===== src/verilog/ctam_pkg.sv =====
package ctam_pkg;

    // ----------------------------------------------------------------
    // Line indices and line count
    // ----------------------------------------------------------------
    localparam int CTAM_LINES     = 2;
    localparam int CTAM_LINE_A    = 0;   // First internal cross line
    localparam int CTAM_LINE_B    = 1;   // Second internal cross line

    // ----------------------------------------------------------------
    // Reset values
    // ----------------------------------------------------------------
    localparam logic [1:0] CTAM_ROUTE_RST  = 2'h0;   // Nothing routed
    localparam logic       CTAM_ARMED_RST  = 1'h0;
    localparam logic       CTAM_HOLD_RST   = 1'h0;
    localparam logic       CTAM_PIN_IDLE   = 1'h1;   // Active-low trigger pin idle level
    localparam logic [1:0] CTAM_SYNC_RST   = 2'h3;   // Synchroniser idle (pin high)

    // Arm tracking states
    typedef enum logic [2:0] {
        CTAM_ARM_FREE  = 3'h1,   // No arm routing: always armed
        CTAM_ARM_WAIT  = 3'h2,   // Routed, waiting for an arm event
        CTAM_ARM_HELD  = 3'h4    // Routed and armed
    } ctam_arm_type;

endpackage


===== src/verilog/ctam_matrix.sv =====
`timescale 1ns/1ps
module ctam_matrix
    import ctam_pkg::*;
(
    // Clock and reset
    input  wire logic       CLK,
    input  wire logic       RST_N,
    // Per-line routing, bit index is the line
    input  wire logic [1:0] INT_DRIVE_EN,
    input  wire logic [1:0] INT_ARM_EN,
    input  wire logic [1:0] EXT_DRIVE_EN,
    input  wire logic [1:0] EXT_ARM_EN,
    input  wire logic [1:0] BREAK_EN,
    input  wire logic [1:0] BUS_DRIVE_EN,
    input  wire logic [1:0] BUS_RECV_EN,
    input  wire logic [1:0] COAX_DRIVE_EN,
    input  wire logic [1:0] COAX_RECV_EN,
    // Analyzer and emulator events, same clock domain
    input  wire logic       INT_TRIG,
    input  wire logic       EXT_TRIG,
    input  wire logic       EXT_TIMING_MODE,
    input  wire logic       TRACE_START,
    input  wire logic       TRACE_HALT,
    input  wire logic       EMU_IN_MONITOR,
    // Trigger pins, active low, open drain
    input  wire logic       BUS_TRIG_N_IN,
    output logic            BUS_TRIG_N_OUT,
    output logic            BUS_TRIG_N_OE,
    input  wire logic       COAX_TRIG_N_IN,
    output logic            COAX_TRIG_N_OUT,
    output logic            COAX_TRIG_N_OE,
    // Results toward analyzers and emulator
    output logic            INT_ARMED,
    output logic            EXT_ARMED,
    output logic            INT_TRACE_ALLOW,
    output logic            EXT_TRACE_ALLOW,
    output logic            EXT_TIMING_GO,
    output logic            EMU_BREAK,
    output logic [1:0]      LINE_STATE
);

    // ----------------------------------------------------------------
    // Pin synchronisers
    // ----------------------------------------------------------------
    logic [1:0] bus_sync;
    logic [1:0] coax_sync;

    // Two stages before any logic reads a pin
    always_ff @(posedge CLK or negedge RST_N) begin
        if (!RST_N) begin
            bus_sync  <= CTAM_SYNC_RST;
            coax_sync <= CTAM_SYNC_RST;
        end else begin
            bus_sync  <= {bus_sync[0], BUS_TRIG_N_IN};
            coax_sync <= {coax_sync[0], COAX_TRIG_N_IN};
        end
    end

    // ----------------------------------------------------------------
    // Analyzer trigger hold
    // ----------------------------------------------------------------
    logic       int_hold;
    logic       ext_hold;
    logic       int_first;
    logic       ext_first;
    logic       brk_rise;
    logic       brk_prev;
    logic [1:0] int_brk_line;
    logic [1:0] ext_brk_line;
    logic [1:0] shared_drive;
    logic       next_int_hold;
    logic       next_ext_hold;

    // Incoming external triggers, active low on the pins
    wire bus_in  = ~bus_sync[1];
    wire coax_in = ~coax_sync[1];

    // Lines that both analyzers may drive
    assign shared_drive = INT_DRIVE_EN & EXT_DRIVE_EN;

    // First analyzer to trigger takes a shared line; the other is then blocked on its unshared lines too
    assign int_first = INT_TRIG & ~(ext_hold & |shared_drive);
    assign ext_first = EXT_TRIG & ~(int_hold & |shared_drive);

    // Break entry edge from the emulator
    assign brk_rise = EMU_IN_MONITOR & ~brk_prev;

    // Lines whose break came from the given analyzer
    assign int_brk_line = INT_DRIVE_EN & BREAK_EN;
    assign ext_brk_line = EXT_DRIVE_EN & BREAK_EN;

    // Trigger latched until halt, restart or its own break; a fresh trigger beats the break
    assign next_int_hold = (TRACE_START | TRACE_HALT) ? CTAM_HOLD_RST :
                           int_first                  ? 1'h1 :
                           (brk_rise & |int_brk_line) ? CTAM_HOLD_RST :
                           int_hold;
    assign next_ext_hold = (TRACE_START | TRACE_HALT) ? CTAM_HOLD_RST :
                           ext_first                  ? 1'h1 :
                           (brk_rise & |ext_brk_line) ? CTAM_HOLD_RST :
                           ext_hold;

    always_ff @(posedge CLK or negedge RST_N) begin
        if (!RST_N) begin
            int_hold <= CTAM_HOLD_RST;
            ext_hold <= CTAM_HOLD_RST;
            brk_prev <= CTAM_HOLD_RST;
        end else begin
            int_hold <= next_int_hold;
            ext_hold <= next_ext_hold;
            brk_prev <= EMU_IN_MONITOR;
        end
    end

    // ----------------------------------------------------------------
    // Internal cross lines
    // ----------------------------------------------------------------
    logic [1:0] line;
    logic [1:0] int_src;
    logic [1:0] ext_src;

    // Analyzer drive per line; a break on any of its break lines stops the hold on all lines
    assign int_src = INT_DRIVE_EN & {2{int_hold | int_first}};
    assign ext_src = EXT_DRIVE_EN & {2{ext_hold | ext_first}};

    genvar gi;
    generate
        for (gi = 0; gi < CTAM_LINES; gi++) begin : g_line
            // Each line is the OR of its enabled sources
            assign line[gi] = int_src[gi] | ext_src[gi]
                            | (BUS_RECV_EN[gi] & bus_in)
                            | (COAX_RECV_EN[gi] & coax_in);
        end
    endgenerate

    // ----------------------------------------------------------------
    // Sink decode
    // ----------------------------------------------------------------
    logic bus_drive;
    logic coax_drive;
    logic int_arm_ev;
    logic ext_arm_ev;
    logic brk_req;

    // Pin drive excludes the pin's own echo so a received level cannot latch
    assign bus_drive  = |(BUS_DRIVE_EN & (int_src | ext_src
                        | (COAX_RECV_EN & {2{coax_in}})));
    assign coax_drive = |(COAX_DRIVE_EN & (int_src | ext_src
                        | (BUS_RECV_EN & {2{bus_in}})));
    assign int_arm_ev = |(INT_ARM_EN & line);
    assign ext_arm_ev = |(EXT_ARM_EN & line);
    assign brk_req    = |(BREAK_EN & line);

    // ----------------------------------------------------------------
    // Arm tracking, one machine per analyzer
    // ----------------------------------------------------------------
    ctam_arm_type int_st;
    ctam_arm_type ext_st;
    ctam_arm_type next_int_st;
    ctam_arm_type next_ext_st;

    // Arm state from routing, arm events and trace restart
    function automatic ctam_arm_type arm_next(input ctam_arm_type st,
                                               input logic routed,
                                               input logic ev,
                                               input logic restart);
        ctam_arm_type r;
        r = st;
        unique case (st)
            CTAM_ARM_FREE: begin
                if (routed) begin
                    r = ev ? CTAM_ARM_HELD : CTAM_ARM_WAIT;
                end
            end
            CTAM_ARM_WAIT: begin
                if (!routed) begin
                    r = CTAM_ARM_FREE;
                end else if (ev) begin
                    r = CTAM_ARM_HELD;
                end
            end
            CTAM_ARM_HELD: begin
                if (!routed) begin
                    r = CTAM_ARM_FREE;
                end else if (restart && !ev) begin
                    r = CTAM_ARM_WAIT;
                end
            end
            default: begin
                r = CTAM_ARM_FREE;
            end
        endcase
        return r;
    endfunction

    assign next_int_st = arm_next(int_st, |INT_ARM_EN, int_arm_ev, TRACE_START);
    assign next_ext_st = arm_next(ext_st, |EXT_ARM_EN, ext_arm_ev, TRACE_START);

    always_ff @(posedge CLK or negedge RST_N) begin
        if (!RST_N) begin
            int_st <= CTAM_ARM_FREE;
            ext_st <= CTAM_ARM_FREE;
        end else begin
            int_st <= next_int_st;
            ext_st <= next_ext_st;
        end
    end

    // ----------------------------------------------------------------
    // Registered outputs
    // ----------------------------------------------------------------
    logic next_int_armed;
    logic next_ext_armed;
    logic ext_armed_q;

    // Armed unless waiting for a routed arm event
    assign next_int_armed = (next_int_st != CTAM_ARM_WAIT);
    assign next_ext_armed = (next_ext_st != CTAM_ARM_WAIT);

    always_ff @(posedge CLK or negedge RST_N) begin
        if (!RST_N) begin
            INT_ARMED       <= CTAM_ARMED_RST;
            EXT_ARMED       <= CTAM_ARMED_RST;
            INT_TRACE_ALLOW <= CTAM_ARMED_RST;
            EXT_TRACE_ALLOW <= CTAM_ARMED_RST;
            EXT_TIMING_GO   <= CTAM_ARMED_RST;
            ext_armed_q     <= CTAM_ARMED_RST;
            EMU_BREAK       <= CTAM_HOLD_RST;
            LINE_STATE      <= CTAM_ROUTE_RST;
            BUS_TRIG_N_OUT  <= CTAM_PIN_IDLE;
            BUS_TRIG_N_OE   <= CTAM_HOLD_RST;
            COAX_TRIG_N_OUT <= CTAM_PIN_IDLE;
            COAX_TRIG_N_OE  <= CTAM_HOLD_RST;
        end else begin
            INT_ARMED       <= next_int_armed;
            EXT_ARMED       <= next_ext_armed;
            INT_TRACE_ALLOW <= next_int_armed;
            EXT_TRACE_ALLOW <= next_ext_armed;
            ext_armed_q     <= next_ext_armed;
            // One pulse when a routed timing analyzer becomes armed
            EXT_TIMING_GO   <= EXT_TIMING_MODE & |EXT_ARM_EN
                               & next_ext_armed & ~ext_armed_q;
            EMU_BREAK       <= brk_req;
            LINE_STATE      <= line;
            BUS_TRIG_N_OUT  <= ~bus_drive;
            BUS_TRIG_N_OE   <= bus_drive;
            COAX_TRIG_N_OUT <= ~coax_drive;
            COAX_TRIG_N_OE  <= coax_drive;
        end
    end

    // ----------------------------------------------------------------
    // Checks
    // ----------------------------------------------------------------
    a_bus_follows_line: assert property (@(posedge CLK) disable iff (!RST_N)
        (BUS_DRIVE_EN[1] && int_src[1] && $stable(BUS_DRIVE_EN)) |=> BUS_TRIG_N_OE)
        else $error("bus trigger not driven by line B");

    a_pin_low_drive: assert property (@(posedge CLK) disable iff (!RST_N)
        BUS_TRIG_N_OE |-> !BUS_TRIG_N_OUT)
        else $error("bus trigger driven high");

    a_unrouted_armed: assert property (@(posedge CLK) disable iff (!RST_N)
        (INT_ARM_EN == 2'h0) |=> INT_ARMED)
        else $error("unrouted internal analyzer not armed");

    a_wait_no_trace: assert property (@(posedge CLK) disable iff (!RST_N)
        (int_st == CTAM_ARM_WAIT) |-> !INT_TRACE_ALLOW)
        else $error("trace allowed before arm");

    a_arm_on_line: assert property (@(posedge CLK) disable iff (!RST_N)
        (|INT_ARM_EN && int_arm_ev) |=> INT_ARMED)
        else $error("arm event did not arm analyzer");

    a_break_on_line: assert property (@(posedge CLK) disable iff (!RST_N)
        brk_req |=> EMU_BREAK)
        else $error("break not raised");

    a_coax_to_line: assert property (@(posedge CLK) disable iff (!RST_N)
        (COAX_RECV_EN[0] && !coax_sync[1]) |-> line[0])
        else $error("coax trigger not on line A");

    a_drop_on_break: assert property (@(posedge CLK) disable iff (!RST_N)
        (brk_rise && |int_brk_line && !INT_TRIG) |=> !int_hold)
        else $error("analyzer kept driving after break");

    a_first_wins: assert property (@(posedge CLK) disable iff (!RST_N)
        (ext_hold && !int_hold && |shared_drive) |=> !int_hold)
        else $error("second analyzer took a held line");

    a_coax_low_drive: assert property (@(posedge CLK) disable iff (!RST_N)
        COAX_TRIG_N_OE |-> !COAX_TRIG_N_OUT)
        else $error("coax trigger driven high");

    a_bus_to_line: assert property (@(posedge CLK) disable iff (!RST_N)
        (BUS_RECV_EN[1] && !bus_sync[1]) |-> line[1])
        else $error("bus trigger not on line B");

    a_trig_on_line: assert property (@(posedge CLK) disable iff (!RST_N)
        (INT_DRIVE_EN[1] && int_first) |=> LINE_STATE[1])
        else $error("analyzer trigger missing on line B");

    a_timing_go_armed: assert property (@(posedge CLK) disable iff (!RST_N)
        EXT_TIMING_GO |-> EXT_ARMED)
        else $error("timing start while not armed");

    a_no_bus_echo: assert property (@(posedge CLK) disable iff (!RST_N)
        (!(|(int_src | ext_src)) && !(|COAX_RECV_EN)) |=> !BUS_TRIG_N_OE)
        else $error("bus trigger driven by its own echo");

    a_restart_rewait: assert property (@(posedge CLK) disable iff (!RST_N)
        (TRACE_START && |INT_ARM_EN && !int_arm_ev && $stable(INT_ARM_EN)) |=> !INT_ARMED)
        else $error("restart did not drop arm");

    a_hold_cleared: assert property (@(posedge CLK) disable iff (!RST_N)
        (TRACE_START || TRACE_HALT) |=> (!int_hold && !ext_hold))
        else $error("trigger hold kept past trace boundary");

    a_ext_arm_line: assert property (@(posedge CLK) disable iff (!RST_N)
        (|EXT_ARM_EN && ext_arm_ev) |=> EXT_ARMED)
        else $error("line did not arm external analyzer");

    a_break_level: assert property (@(posedge CLK) disable iff (!RST_N)
        !brk_req |=> !EMU_BREAK)
        else $error("break raised with no line");

endmodule // ctam_matrix


===== config.mk =====
export PLATFORM = sky130hd
export DESIGN_NAME = ctam_matrix
export DESIGN_NICKNAME = d
export VERILOG_FILES = /design/src/verilog/ctam_pkg.sv /design/src/verilog/ctam_matrix.sv
export SDC_FILE = /design/constraint.sdc
export NUM_CORES = 1
export LEC_CHECK = 0
export BUFFER_PORTS_ARGS = -buffer_cell sky130_fd_sc_hd__buf_2
export CORE_MARGIN = 2
export CORE_UTILIZATION = 47
export CTS_BUF_LIST = sky130_fd_sc_hd__clkbuf_8
export DETAILED_ROUTE_END_ITERATION = 10
export PLACE_DENSITY = 0.78
export SLEW_MARGIN = 0
export SYNTH_ARGS = -nofsm -noshare
export SYNTH_HDL_FRONTEND = slang
export SYNTH_SLANG_ARGS = --single-unit
export TNS_END_PERCENT = 5

===== constraint.sdc =====
create_clock -name CLK -period 2.2 [get_ports CLK]
set_clock_uncertainty 0.2 [all_clocks]
set_input_delay 0 -clock CLK [delete_from_list [all_inputs] [get_ports CLK]]
set_output_delay 0 -clock CLK [all_outputs]
set_load 0.01 [all_outputs]

* Word level (Yosys, flattened, before mapping)
Cells that the tools add are included.
Storage, ports and cells: register bits after elaboration 23, word-level logic and storage cells 106, output and inout bits 12, input bits 28
Operators by class: multiplexer cells 20, bitwise gates (word level) 46, reduce and logical (&&, ||, !) cells 16, eq/ne operators 8
Operators by type and width (number):
- 3-bit 2-to-1 mux | 12
- 2-bit AND | 12
- 2-bit OR reduction | 10
- 3-bit case mux with 3 select lines | 2
- 1-bit AND | 14
- 1-bit OR | 9
- 1-bit inverter | 8
- 3-bit by 1-bit == test with 1-bit output (second input constant) | 2
- 3-bit by 2-bit == test with 1-bit output (second input constant) | 2
- 3-bit == test (second input constant) | 2
- 1-bit 2-to-1 mux | 6
- 3-bit by 2-bit inequality test with 1-bit output (second input constant) | 2
- 2-bit OR | 3
- 3-bit nonzero test | 2
- 1-bit logical AND | 2
- 1-bit logical NOT | 2

* Depth between registers and ports, before layout
word-level depth 20, mapped depth 5, gate-level depth less buffers 5

* Worst setup path after synthesis
No wires, ideal clock.
kind flip-flop to flip-flop, start register bus_sync[1], end register INT_TRACE_ALLOW, required time 1.876 ns, cell stages (with the launch flop) 6, slack 0.265 ns, buffers on the path 0, setup time 0.124 ns, period minus slack after synthesis 1.935 ns, arrival 1.610 ns, cells stage by stage dfstp_2 nor2b_1 or2_2 a221o_1 a22o_1 or2_1
On the way: word-level cells in the longest chain between the ends 12
RTL lines:
- start: declaration | RTL line ctam_matrix.sv:45 | logic [1:0] bus_sync;
- start signal: assignment | RTL line ctam_matrix.sv:54 | bus_sync <= {bus_sync[0], BUS_TRIG_N_IN};
- 1-bit inverter (*) | RTL line ctam_matrix.sv:75 | wire bus_in = ~bus_sync[1];
- 1-bit AND (*) | RTL line ctam_matrix.sv:130 | | (BUS_RECV_EN[gi] & bus_in)
- 1-bit OR (*) | RTL line ctam_matrix.sv:130
- 1-bit OR (*) | RTL line ctam_matrix.sv:131 | | (COAX_RECV_EN[gi] & coax_in);
- net line[0] | RTL line ctam_matrix.sv:117 | logic [1:0] line;
- 2-bit AND (*) | RTL line ctam_matrix.sv:149 | assign int_arm_ev = |(INT_ARM_EN & line);
- 2-bit OR reduction (*) | RTL line ctam_matrix.sv:149
- 1-bit logical NOT | RTL line ctam_matrix.sv:184 | end else if (restart && !ev) begin
- 1-bit logical AND | RTL line ctam_matrix.sv:184
- 3-bit 2-to-1 mux | RTL line ctam_matrix.sv:184
- 3-bit 2-to-1 mux | RTL line ctam_matrix.sv:182 | if (!routed) begin
- 3-bit case mux with 3 select lines (*) | RTL line ctam_matrix.sv:168 | unique case (st)
- 3-bit by 2-bit inequality test with 1-bit output (*) | RTL line ctam_matrix.sv:216 | assign next_int_armed = (next_int_st != CTAM_ARM_WAIT);
- net next_int_armed | RTL line ctam_matrix.sv:211 | logic next_int_armed;
- end signal: assignment | RTL line ctam_matrix.sv:236 | INT_TRACE_ALLOW <= next_int_armed;
- end: declaration | RTL line ctam_matrix.sv:35 | output logic INT_TRACE_ALLOW,
The timed path passes the listed nets; every way through them passes the cells marked *. A chain may end at the register's enable or synchronous reset.

* Worst setup path in the final report
start register bus_sync[1], end register LINE_STATE[0]
On the way: word-level cells in the longest chain between the ends 4
RTL lines:
- 1-bit inverter | RTL line ctam_matrix.sv:75
- 1-bit AND | RTL line ctam_matrix.sv:130
- 1-bit OR | RTL line ctam_matrix.sv:130
- 1-bit OR | RTL line ctam_matrix.sv:131
- net line[0] | RTL line ctam_matrix.sv:117
- end signal: assignment | RTL line ctam_matrix.sv:243 | LINE_STATE <= line;
- end: declaration | RTL line ctam_matrix.sv:39 | output logic [1:0] LINE_STATE
The timed path passes the listed nets, and every way through them passes these cells.

==> results.json <==
{
  "grt_max_degree": 24,
  "gr-total-overflow": 0,
  "post-route-period-util_pct": 96.9,
  "grt_pass1_wl_um": 4530,
  "min_path_type": "in2reg",
  "cts_tree": "built",
  "cts_made_buffers": 3,
  "place.gp.congestion": 0.826,
  "cp.required_ps": 2140,
  "seq_power_share_pct": 44.8,
  "clock_power_share_pct": 19.5,
  "viasPerCell": 5.16,
  "clk_latency_ps": 250,
  "ys_seq_area_share_pct": 57.7,
  "synth.area.top_cells": "dfrtp_1, dfstp_2, o21ai_0",
  "first_global_vias": 1044,
  "numPortBuffers": 39,
  "num_io_pins": 40,
  "syn_avg_cell_area_um2": 11.0,
  "final-hold-violation-count": 0,
  "clockRootBuffer": "clkbuf_8",
  "layout.nets": 191,
  "antenna_left": 0,
  "power.density_nw_per_um2": 799,
  "pre_cts_slack_ps": 170,
  "sw_frac_of_total_pct": 29.9,
  "syn_nets": 120,
  "via_count": 975,
  "wl_um": 2610,
  "final_cell_count_no_fill": 189,
  "post-route-util_pct": 78.6,
  "setup_violations": 0,
  "synth_top_area_share_pct": 37.0,
  "ys_seq_elements": 23,
  "netlist-cell-type-count": 23,
  "first_iter_violations": 18,
  "dr.pass1.iters": 4,
  "crit_type": "reg2reg",
  "clkTransAtPathRegs_ps": 80,
  "finalWorstSetupSlack_ps": 67.8,
  "netlist_instances": 92,
  "rows": 16,
  "netlist_area_um2": 1010,
  "slew_headroom_pct": 69.3,
  "async_flop_share_pct": 100,
  "p_comb_share_pct": 35.7,
  "drc": 0,
  "run_status": "complete, no violations",
  "path_max_fanout": 6,
  "diodes": 0,
  "rrSetupSlack_ps": 70,
  "synth_ff_type": "dfrtp_1",
  "dieArea_um2": 2550,
  "worst_pin_slew_ps": 460,
  "fin_hold_ws_ps": 3.52,
  "htreeDepth": 1,
  "antenna_found_initial": 0,
  "clock_path_buffers": 2,
  "cap_violations": 0,
  "drive_gt1_share_pct": 34.6,
  "ir_drop_mv": 0.605,
  "syn_to_final_growth_pct": 55.0,
  "synth_common_cells": "dfrtp_1, o21ai_0, dfstp_2",
  "p_leak_nw": 0.712,
  "synth_top_area_cell": "dfrtp_1",
  "max_freq_mhz": 469,
  "rsz0062_at_grt": "yes",
  "synth_edf_count": 0,
  "yosys_warnings": 0,
  "p_sw_mw": 0.376,
  "cp-start-kind": "flip-flop",
  "design.core.area_um2": 2000,
  "start_util_pct": 50.7,
  "synth_most_common_cell": "dfrtp_1",
  "p_int_mw": 0.881,
  "wire_per_inst_um": 13.8,
  "place_hpwl_um": 1460,
  "finalCriticalPeriod_ps": 2130,
  "critPathCaptureType": "flip-flop",
  "crit_arrival_ps": 2070,
  "grt_use_total_pct": 23.9,
  "dp_cells": 156,
  "cts.sinks": 23,
  "die_w_um": 50.5,
  "drv_slew": 0,
  "die_h_um": 50.5
}
[cells in the final DEF (no fill, tap or decap), drive strengths merged]
cell type     synthesis  final
a211oi                2      2
a21oi                 3      3
a221o                 3      3
a22o                  6      6
a22oi                 2      2
a31oi                 2      2
and2                  3      3
buf                   2     39
clkbuf                0      3
dfrtp                15     15
dfstp                 8      8
dlygate4sd3           0     28
dlymetal6s4s          0      1
inv                   3      4
nand2                 6      6
nand2b                2      2
nor2                  7      7
nor2b                 5      5
nor3b                 2      2
o21ai                12     12
o22ai                 3      3
or2                   4      4
xnor2                 2      2
[layer usage]
metal  wire length, um  part of all wire (%)  track usage, %  vias to the layer above
met5                 0                     0               0                        -
met4                65                   2.5            9.91                        0
met3               152                   5.8            3.27                        8
met2              1380                    53            45.4                       42
met1              1000                    38            26.4                      454
li1                  -                     -               -                      471
[layout make-up]
| class | instances | area (um^2) |
|---|---|---|
| clock buffer | 3 | 41.3 |
| clock inverter | 1 | 3.75 |
| multi-input combinational | 64 | 409 |
| timing repair buffer | 68 | 488 |
| tap | 27 | 33.8 |
| fill | 118 | 429 |
| sequential | 23 | 586 |
| inverter | 3 | 11.3 |
[cell families (layout without fill, tap and decap cells)]
kind of cell / after synthesis / count (layout) / synth area share, %
DFF: 23 / 23 / 57.7
buffers and inverters: 5 / 75 / 2.59
xor gates and xnor gates: 2 / 2 / 1.73
and+or+nand+nor: 29 / 29 / 14.9
AOI/OAI and AO/OA: 33 / 33 / 23.1
[power by group through the flow]
stage	registers, mW	logic (mW)	clock network, mW
final	0.563	0.449	0.244
after global routing	0.576	0.501	0.275
after CTS	0.563	0.421	0.246
after detailed placement	0.571	0.338	0
after global placement	0.569	0.327	0
after floorplan	0.584	0.222	0
[flip-flops by register name (all words and copies together) (netlist names), 2 cells and up]
register / flops
LINE_STATE: 2
bus_sync: 2
int_st: 3
coax_sync: 2
ext_st: 3
[through the flow]
stage | instance area, um^2 | setup TNS, ps | power [mW]
6_report | 1570 | 0 | 1.26
5_1_grt | 1570 | -22.9 | 1.35
4_1_cts | 1560 | 0 | 1.23
3_5_place_dp | 1230 | 0 | 0.909
3_3_place_gp | 1230 | 0 | 0.896
2_1_floorplan | 1010 | 0 | 0.805
[final timing paths]
| path | from | endpoint | cells past startpoint |
|---|---|---|---|
| min reg2reg | bus_sync[0]$_DFF_PN1_ | bus_sync[1]$_DFF_PN1_ | 0 |
| min in group asynchronous | RST_N | int_hold$_DFFE_PN0P_ | 2 |
| min | COAX_RECV_EN[1] | BUS_TRIG_N_OUT$_DFF_PN1_ | 4 |
| max in group asynchronous | RST_N | ext_st[0]$_DFF_PN1_ | 2 |
| max reg2reg | bus_sync[1]$_DFF_PN1_ | LINE_STATE[0]$_DFF_PN0_ | 4 |
| max | bus_sync[1]$_DFF_PN1_ | LINE_STATE[0]$_DFF_PN0_ | 4 |
[repair_timing]
item,in CTS,in global routing
resized for setup,0,5
buffers inserted,0,0
endpoints found under the hold margin,44,0
hold buffers,29,0
endpoints found under the setup margin,0,4
[critical path: stages, from the launching register on]
cell,delay [ps]
dfstp_2,530
nor2b_1,50
or2_2,300
a221o_1,350
dlygate4sd3_1,590
No activity file was read; power rests on OpenSTA's default activity.
